[src/hw/csc_regs.svh]
// Register offsets, field positions, reset values and codes of the clock source control block.
`ifndef CSC_REGS_SVH
`define CSC_REGS_SVH
`define CSC_ADDR_PIN_MODE 20'hf_ffa0
`define CSC_ADDR_STOP_CTRL 20'hf_ffa1
`define CSC_PIN_MODE_RESET 8'h00
`define CSC_STOP_CTRL_RESET 8'hc0
`define CSC_PIN_MODE_MASK 8'hd1
`define CSC_STOP_CTRL_MASK 8'hc1
`define CSC_BIT_EXT_CLOCK_SELECT 7
`define CSC_BIT_MAIN_OSC_PIN_SELECT 6
`define CSC_BIT_SUB_OSC_PIN_SELECT 4
`define CSC_BIT_MAIN_OSC_GAIN_HIGH 0
`define CSC_BIT_HIGHSPEED_CLOCK_STOP 7
`define CSC_BIT_SUB_CLOCK_STOP 6
`define CSC_BIT_INTERNAL_OSC_STOP 0
`define CSC_MODE_PORT_A 2'b00
`define CSC_MODE_CRYSTAL 2'b01
`define CSC_MODE_PORT_B 2'b10
`define CSC_MODE_EXT_CLOCK 2'b11
`endif

[src/hw/csc_pkg.sv]
// Types shared by the clock source control block.
package csc_pkg;
  typedef struct packed {
    logic main_crystal_oscillator_run;
    logic ext_clock_valid;
    logic sub_crystal_oscillator_run;
    logic internal_osc_run;
    logic main_osc_gain_high;
  } csc_osc_ctrl_t;
  typedef enum logic [1:0] {
    CSC_CFG_OPEN = 2'b01,
    CSC_CFG_LOCKED = 2'b10
  } csc_cfg_state_t;
endpackage

[src/hw/csc_clock_source_ctrl.sv]
// Pin mode configuration and oscillator stop control of the clock generator.
// Operation
// RULE_01 - First byte write after reset loads the pin mode configuration register.
// RULE_02 - All later writes to pin mode configuration are ignored until reset.
// RULE_03 - Pin mode configuration readable by bit or byte at any time.
// RULE_04 - Reset clears pin mode configuration to zero, both pin pairs ports.
// RULE_05 - Bits 7:6 select port (00,10), crystal (01) or external clock (11).
// RULE_06 - Bit 4 selects sub pins port (0) or crystal oscillation (1).
// RULE_07 - Bit 0 selects main gain range; software sets it above 10 MHz.
// RULE_08 - Software writes pin mode configuration before starting crystal oscillators.
// RULE_09 - Software should rewrite default zero after reset anyway.
// RULE_10 - Reset sets stop control to C0H; bit and byte writes accepted.
// RULE_11 - Bit 7 zero runs main crystal or validates external clock; none in port mode.
// RULE_12 - Bit 6 zero runs sub crystal; no effect in sub port mode.
// RULE_13 - Bit 0 zero runs internal oscillator, one stops it.
// RULE_14 - Software checks stabilization status before using the main crystal clock.
// RULE_15 - Software never stops the clock currently driving the CPU.
// RULE_16 - Main stop only with CPU on subclock, or main source internal.
// RULE_17 - Sub stop only while CPU is not on subclock.
// RULE_18 - Internal stop only with CPU on subclock, or main source high speed.
// RULE_19 - Status flags show CPU on subclock and main source high speed.
// RULE_20 - After reset the CPU runs from the internal high-speed oscillator.
// RULE_21 - Setting main stop clears the stabilization counter status.
`timescale 1ns/10ps
`include "csc_regs.svh"
module csc_clock_source_ctrl
  import csc_pkg::*;
(
  input wire logic clk,
  input wire logic reset,
  input wire logic [19:0] bus_addr,
  input wire logic bus_write,
  input wire logic bus_byte,
  input wire logic [2:0] bus_bit,
  input wire logic [7:0] bus_wdata,
  input wire logic cpu_clock_select_sub,
  input wire logic main_clock_select_highspeed,
  output logic [7:0] bus_rdata,
  output csc_osc_ctrl_t osc_ctrl,
  output logic cpu_on_subclock_flag,
  output logic main_source_is_highspeed_flag,
  output logic cpu_clock_from_highspeed,
  output logic stabilization_clear
);
  logic [7:0] clock_pin_mode_config;
  logic [7:0] clock_osc_stop_control;
  csc_cfg_state_t cfg_state;
  logic [7:0] next_pin_mode;
  logic [7:0] next_stop_ctrl;
  csc_osc_ctrl_t next_osc_ctrl;
  logic [7:0] next_rdata;
  logic next_cpu_on_subclock_flag;
  logic next_main_source_is_highspeed_flag;
  logic next_cpu_from_highspeed;
  logic next_stabilization_clear;

  // Oscillator enables while reset is held: only the internal oscillator runs.
  // This matches the stop control reset value, so the outputs agree with the register from the first edge.
  localparam csc_osc_ctrl_t osc_ctrl_reset = '{
    main_crystal_oscillator_run: 1'b0,
    ext_clock_valid: 1'b0,
    sub_crystal_oscillator_run: 1'b0,
    internal_osc_run: 1'b1,
    main_osc_gain_high: 1'b0
  };

  // True when the bus address selects the given register.
  function automatic logic reg_hit(input logic [19:0] addr, input logic [19:0] target);
    return addr == target;
  endfunction

  // A stop bit only matters for a pin pair that is set up as an oscillator or clock input.
  function automatic logic source_enabled(input logic mode_active, input logic stop_bit);
    return mode_active && !stop_bit;
  endfunction

  // Applies a bit write or a byte write to an old register value.
  function automatic logic [7:0] merge_write(input logic [7:0] old_value, input logic is_byte,
                                             input logic [2:0] bit_index, input logic [7:0] data);
    logic [7:0] result;
    result = old_value;
    if (is_byte) begin
      result = data;
    end else begin
      result[bit_index] = data[0];
    end
    return result;
  endfunction

  // Address decode and write qualification.
  wire hit_pin_mode = reg_hit(bus_addr, `CSC_ADDR_PIN_MODE);
  wire hit_stop_ctrl = reg_hit(bus_addr, `CSC_ADDR_STOP_CTRL);
  wire cfg_open = cfg_state == CSC_CFG_OPEN;
  // A bit write to the pin mode register neither loads nor locks it, since only byte writes count.
  wire pin_mode_load = bus_write && bus_byte && hit_pin_mode && cfg_open; // [RULE_01]
  wire stop_write = bus_write && hit_stop_ctrl; // [RULE_10]
  wire [7:0] pin_mode_masked = bus_wdata & `CSC_PIN_MODE_MASK;
  // Bit writes merge into the current value before the reserved bits are masked.
  wire [7:0] stop_merged = merge_write(clock_osc_stop_control, bus_byte, bus_bit, bus_wdata);
  wire [7:0] stop_masked = stop_merged & `CSC_STOP_CTRL_MASK;
  wire [1:0] main_pin_mode = {clock_pin_mode_config[`CSC_BIT_EXT_CLOCK_SELECT],
                              clock_pin_mode_config[`CSC_BIT_MAIN_OSC_PIN_SELECT]};
  wire main_is_crystal = main_pin_mode == `CSC_MODE_CRYSTAL; // [RULE_05]
  wire main_is_ext = main_pin_mode == `CSC_MODE_EXT_CLOCK; // [RULE_05]
  wire sub_is_crystal = clock_pin_mode_config[`CSC_BIT_SUB_OSC_PIN_SELECT]; // [RULE_06]
  // Stop bits of the stop control register.
  wire main_stop = clock_osc_stop_control[`CSC_BIT_HIGHSPEED_CLOCK_STOP];
  wire sub_stop = clock_osc_stop_control[`CSC_BIT_SUB_CLOCK_STOP];
  wire int_stop = clock_osc_stop_control[`CSC_BIT_INTERNAL_OSC_STOP];

  // Reserved bits are masked on the way in, so they always read back as zero.
  assign next_pin_mode = pin_mode_load ? pin_mode_masked : clock_pin_mode_config; // [RULE_01] [RULE_02]
  assign next_stop_ctrl = stop_write ? stop_masked : clock_osc_stop_control; // [RULE_10]
  // Main and sub stop bits act only on pin pairs in an oscillator or clock mode; the internal stop bit always acts.
  assign next_osc_ctrl.main_crystal_oscillator_run = source_enabled(main_is_crystal, main_stop); // [RULE_11]
  assign next_osc_ctrl.ext_clock_valid = source_enabled(main_is_ext, main_stop); // [RULE_11]
  assign next_osc_ctrl.sub_crystal_oscillator_run = source_enabled(sub_is_crystal, sub_stop); // [RULE_12]
  assign next_osc_ctrl.internal_osc_run = source_enabled(1'b1, int_stop); // [RULE_13]
  assign next_osc_ctrl.main_osc_gain_high = clock_pin_mode_config[`CSC_BIT_MAIN_OSC_GAIN_HIGH]; // [RULE_07]
  // Reads return register contents; the stop guards are software's duty and are not enforced.
  assign next_rdata = hit_pin_mode ? clock_pin_mode_config : // [RULE_03]
                      hit_stop_ctrl ? clock_osc_stop_control : 8'h00;
  // Status flags are plain registered copies; the select logic that drives them lives outside this block.
  assign next_cpu_on_subclock_flag = cpu_clock_select_sub; // [RULE_19]
  assign next_main_source_is_highspeed_flag = main_clock_select_highspeed; // [RULE_19]
  assign next_cpu_from_highspeed = main_clock_select_highspeed && !cpu_clock_select_sub;
  // The clear request follows the stop bit being written this cycle, so it rises together with the register.
  assign next_stabilization_clear = next_stop_ctrl[`CSC_BIT_HIGHSPEED_CLOCK_STOP]; // [RULE_21]

  // The configuration register holds its value once locked; only reset opens it again.
  always_ff @(posedge clk or posedge reset) begin
    if (reset) begin
      clock_pin_mode_config <= `CSC_PIN_MODE_RESET; // [RULE_04]
    end else begin
      clock_pin_mode_config <= next_pin_mode; // [RULE_01]
    end
  end

  // An illegal lock code falls to the locked side, because a stray reload could retune a running oscillator.
  always_ff @(posedge clk or posedge reset) begin
    if (reset) begin
      cfg_state <= CSC_CFG_OPEN;
    end else begin
      unique case (cfg_state)
        CSC_CFG_OPEN: begin
          if (pin_mode_load) begin
            cfg_state <= CSC_CFG_LOCKED; // [RULE_02]
          end
        end
        CSC_CFG_LOCKED: begin
          cfg_state <= CSC_CFG_LOCKED; // [RULE_02]
        end
        default: begin
          cfg_state <= CSC_CFG_LOCKED;
        end
      endcase
    end
  end

  // Stop control accepts bit and byte writes at any time.
  always_ff @(posedge clk or posedge reset) begin
    if (reset) begin
      clock_osc_stop_control <= `CSC_STOP_CTRL_RESET; // [RULE_10]
    end else begin
      clock_osc_stop_control <= next_stop_ctrl; // [RULE_10]
    end
  end

  // Enables lag the registers by one cycle so that every output comes from a flip-flop.
  always_ff @(posedge clk or posedge reset) begin
    if (reset) begin
      osc_ctrl <= osc_ctrl_reset; // [RULE_10]
    end else begin
      osc_ctrl <= next_osc_ctrl;
    end
  end

  // Read data lags the address by one cycle for the same reason.
  always_ff @(posedge clk or posedge reset) begin
    if (reset) begin
      bus_rdata <= 8'h00;
    end else begin
      bus_rdata <= next_rdata; // [RULE_03]
    end
  end

  // Flags mirror the select inputs one cycle late.
  always_ff @(posedge clk or posedge reset) begin
    if (reset) begin
      cpu_on_subclock_flag <= 1'b0;
    end else begin
      cpu_on_subclock_flag <= next_cpu_on_subclock_flag; // [RULE_19]
    end
  end

  // The main source flag follows the same one-cycle lag.
  always_ff @(posedge clk or posedge reset) begin
    if (reset) begin
      main_source_is_highspeed_flag <= 1'b0;
    end else begin
      main_source_is_highspeed_flag <= next_main_source_is_highspeed_flag; // [RULE_19]
    end
  end

  // Cleared by reset so the CPU starts from the internal oscillator whatever the select inputs show.
  always_ff @(posedge clk or posedge reset) begin
    if (reset) begin
      cpu_clock_from_highspeed <= 1'b0; // [RULE_20]
    end else begin
      cpu_clock_from_highspeed <= next_cpu_from_highspeed;
    end
  end

  // The main clock is stopped after reset, so the stabilization status starts out cleared.
  always_ff @(posedge clk or posedge reset) begin
    if (reset) begin
      stabilization_clear <= 1'b1; // [RULE_21]
    end else begin
      stabilization_clear <= next_stabilization_clear; // [RULE_21]
    end
  end
endmodule // csc_clock_source_ctrl

[config.mk]
export PLATFORM = sky130hd
export DESIGN_NAME = csc_clock_source_ctrl
export DESIGN_NICKNAME = d
export VERILOG_FILES = /design/src/hw/csc_pkg.sv /design/src/hw/csc_clock_source_ctrl.sv
export VERILOG_INCLUDE_DIRS = /design/src /design/src/hw
export SDC_FILE = /design/constraint.sdc
export NUM_CORES = 1
export LEC_CHECK = 0
export BUFFER_PORTS_ARGS = -buffer_cell sky130_fd_sc_hd__buf_2
export CORE_ASPECT_RATIO = 0.8
export CORE_UTILIZATION = 43
export CTS_CLUSTER_SIZE = 12
export DETAILED_ROUTE_END_ITERATION = 16
export PLACE_DENSITY = 0.76
export SLEW_MARGIN = 20
export SYNTH_ARGS = -nofsm -noshare
export SYNTH_HDL_FRONTEND = slang
export SYNTH_SLANG_ARGS = --single-unit
[constraint.sdc]
create_clock -name clk -period 1.9 [get_ports clk]
set_clock_uncertainty 0.2 [all_clocks]
set_input_delay 0.38 -clock clk [delete_from_list [all_inputs] [get_ports clk]]
set_output_delay 0.38 -clock clk [all_outputs]
set_load 0.02 [all_outputs]
==> summary.md <==
| Metric | Value |
|---|---|
| Filler cell count in the final layout | `188` |
| Tot GR Track Use | `approximately 18%` |
| Critical path launch point type | `flip-flop` |
| Power per standard cell area | `584 mW/mm^2` |
| # DRC | `0` |
| Worst endpoint data arrival time | `~1.8 ns` |
| Clock period minus final worst setup slack | `1.78 ns` |
| Min-Delay Path Class | `in2reg` |
| Data required time at the worst endpoint | `around 1.9 ns` |
| Startpoint-to-endpoint class of the critical path | `reg2reg` |
| Count of nets after finishing | `about 180` |
| Total I/O pin count | `between 50 and 60` |
| Sequential area share after synthesis | `53.8%` |
| RePlAce Congestion | `between 0.7 and 0.8` |
| Clock Root Buffer | `sky130_fd_sc_hd__clkbuf_4` |
| Fin util | `roughly 61%` |
| Nature of the critical path endpoint | `flip-flop` |
| CTS Sinks | `21` |
| Initial antenna violation count | `0` |
| Die W | `roughly 56 um` |
| WL/cell | `between 10 and 15 um` |
| Number of max-cap violations | `0` |
| Final Hold Vio Count | `0` |
| Clock insertion delay at the later pin of the skew report | `0.31 ns` |
| Via count | `around 860` |
| RSZ-0062 raised after global routing | `false` |
| Peak fanout along the critical path | `4` |
| FFs w/ async S/R, synth | `100%` |
| Floorplan core area | `0.00216 mm^2` |
| Total Power | `0.766 mW` |
| HPWL after detailed placement | `1.60 mm` |
| Highest-count cells in the layout ignoring fill and taps | `45 x sky130_fd_sc_hd__buf_2, 17 x sky130_fd_sc_hd__dfrtp_1, 7 x sky130_fd_sc_hd__nor2_1` |
| Maximum VDD drop | `0.520 mV` |
| Antenna viol nets, final | `0` |
| Clock edge transition at the registers on the reported setup and hold paths | `0.12 ns` |
| Cell Rows | `15` |
| Residual overflow from global routing | `0` |
| Area of the die | `~0.0025 mm^2` |
| Effective utilization at floorplan | `45.7%` |
| Status | `completed` |
| IO Port Bufs | `45` |
| Router iterations before antenna repair | `4` |
| Maximum level of the CTS H-tree | `1` |
| Highest Clock Rate | `around 0.56 GHz` |
| Most common flop cell mapped by yosys | `sky130_fd_sc_hd__dfrtp_1` |
| Global-route wire length before repair | `3.41 mm` |
| Layout cells sized above 1 | `approximately 48%` |
| Total Wirelength | `~2 mm` |
| Maximum number of buffers from clock root to sink | `2` |
| Cell area after synthesis | `around 990 um^2` |
| Maximum number of pins on one net before global-route repair | `22` |
| Setup repair bufs after CTS | `0` |
| Yosys cell types | `33` |
| Most common cell after layout, fill and taps aside | `sky130_fd_sc_hd__buf_2` |
| Ant diodes | `0` |
| Number of max-slew violations in the final report | `0` |
| Static Leakage | `around 0.7 nW` |
| Hold Slack | `0.0998 ns` |
| Ratio of routed vias to standard cells | `5.19` |
| Worst setup path startpoint | `cfg_state[0]` |
| Area growth, synth to finish | `33.1%` |
| Vertical die dimension | `around 45 um` |
| CTS tree | `built` |
| Final setup violation count | `0` |
| Post-Syn Area per Cell | `around 11 um^2` |
| Start of the worst register-to-register path | `cfg_state[0]` |
| Clock buffers created by TritonCTS | `3` |
| Number of enable-type register cells in the synthesized netlist | `0` |
| Crit share post-route | `between 90% and 100%` |
| Vias in the first global route | `777` |
| Flop and latch count out of synthesis | `21` |
| Yosys synthesis warning count | `0` |
| Startpoint of the tightest hold check path | `bus_wdata[4]` |
| Drt first-iter violations | `17` |
| Count of mapped cells out of synthesis | `86` |
==> routing by layer <==
layer	share of wire (%)	up-vias	track usage, %
met5	0	-	0
met4	0	0	4.50
met3	4.9	0	6.30
met2	53	24	33.0
met1	42	422	21.2
li1	-	415	-
==> cell type report <==
class | instances | area [um^2] | area share, %
timing repair buffer | 54 | 300 | 22.9
clock buffer | 3 | 22.5 | 1.72
sequential | 21 | 531 | 40.4
clock inverter | 1 | 5.00 | 0.381
tap | 25 | 31.3 | 2.38
multi-input combinational | 60 | 415 | 31.6
inverter | 2 | 7.51 | 0.572
==> worst max-delay path, stage by stage, from the launching register on <==
cell	delay, ns
sky130_fd_sc_hd__dfstp_2	0.53
sky130_fd_sc_hd__nor2b_2	0.16
sky130_fd_sc_hd__nand3_1	0.13
sky130_fd_sc_hd__nor3_4	0.29
sky130_fd_sc_hd__mux2_2	0.37
==> synth_stat cells (2+ instances only) <==
| cell type | n | area [um^2] |
|---|---|---|
| sky130_fd_sc_hd__a31oi_1 | 2 | 12.5 |
| sky130_fd_sc_hd__and3_1 | 3 | 18.8 |
| sky130_fd_sc_hd__buf_4 | 4 | 30.0 |
| sky130_fd_sc_hd__dfrtp_1 | 17 | 425 |
| sky130_fd_sc_hd__dfstp_2 | 4 | 105 |
| sky130_fd_sc_hd__inv_1 | 2 | 7.51 |
| sky130_fd_sc_hd__mux2_2 | 4 | 45.0 |
| sky130_fd_sc_hd__mux2i_1 | 3 | 30.0 |
| sky130_fd_sc_hd__nand2_1 | 4 | 15.0 |
| sky130_fd_sc_hd__nand2b_1 | 2 | 12.5 |
| sky130_fd_sc_hd__nand4_1 | 6 | 37.5 |
| sky130_fd_sc_hd__nor2_1 | 7 | 26.3 |
| sky130_fd_sc_hd__nor2b_1 | 4 | 25.0 |
| sky130_fd_sc_hd__nor3_1 | 2 | 10.0 |
| sky130_fd_sc_hd__nor3b_1 | 3 | 22.5 |
| sky130_fd_sc_hd__o21ai_0 | 2 | 10.0 |
==> per-stage QoR <==
| step | setup TNS [ns] | cell area, um^2 | worst slack, ns | instances |
|---|---|---|---|---|
| after detailed placement | -0.439 | 1250 | -0.0919 | 159 |
| after global routing | 0 | 1310 | 0.0315 | 166 |
| after floorplan | 0 | 997 | 0.0941 | 89 |
| after CTS | 0 | 1310 | 0.0467 | 166 |
| final | 0 | 1310 | 0.125 | 166 |
| after global placement | -0.496 | 1250 | -0.104 | 159 |
==> kinds of logic (layout without fill, tap and decap cells) <==
family,after synthesis,count (layout),share of synthesized area (%)
buf+inv,8,60,5.46
mux,8,8,8.76
other cells,1,4,0.380
flops,21,21,53.8
simple gates,40,40,26.1
compound gates,8,8,5.46
==> repair_timing <==
item / CTS / global route
hold endpoints to repair: 19 / 0
hold buffers: 3 / 0
gates resized for setup: 0 / 1
setup endpoints to repair: 0 / 4
==> path summary, 6_finish.rpt <==
check                                           end  slack (ns)  depth (start not counted)
max in group asynchronous              cfg_state[0]        0.80                          4
hold reg to reg                         osc_ctrl[0]        0.21                          0
setup / recovery           clock_pin_mode_config[0]        0.12                          4
min in group asynchronous               osc_ctrl[2]        0.42                          4
hold / removal             clock_pin_mode_config[4]         0.1                          2
setup reg to reg           clock_pin_mode_config[0]        0.12                          4
==> flip-flops by register name, summed over array words and instances (netlist names) <==
register / count
cfg_state: 2
osc_ctrl: 5
bus_rdata: 4
cpu_on_subclock_flag: 1
main_source_is_highspeed_flag: 1
cpu_clock_from_highspeed: 1
clock_pin_mode_config: 4
clock_osc_stop_control: 3
==> where the power goes <==
group	switching [mW]	leakage, nW	total, mW	internal (mW)
Sequential	0.00144	0.268	0.453	0.451
Clock	0.132	0.0177	0.211	0.0785
Combinational	0.0542	0.397	0.102	0.0480
Note: power is estimated with default switching activity, not from simulation.
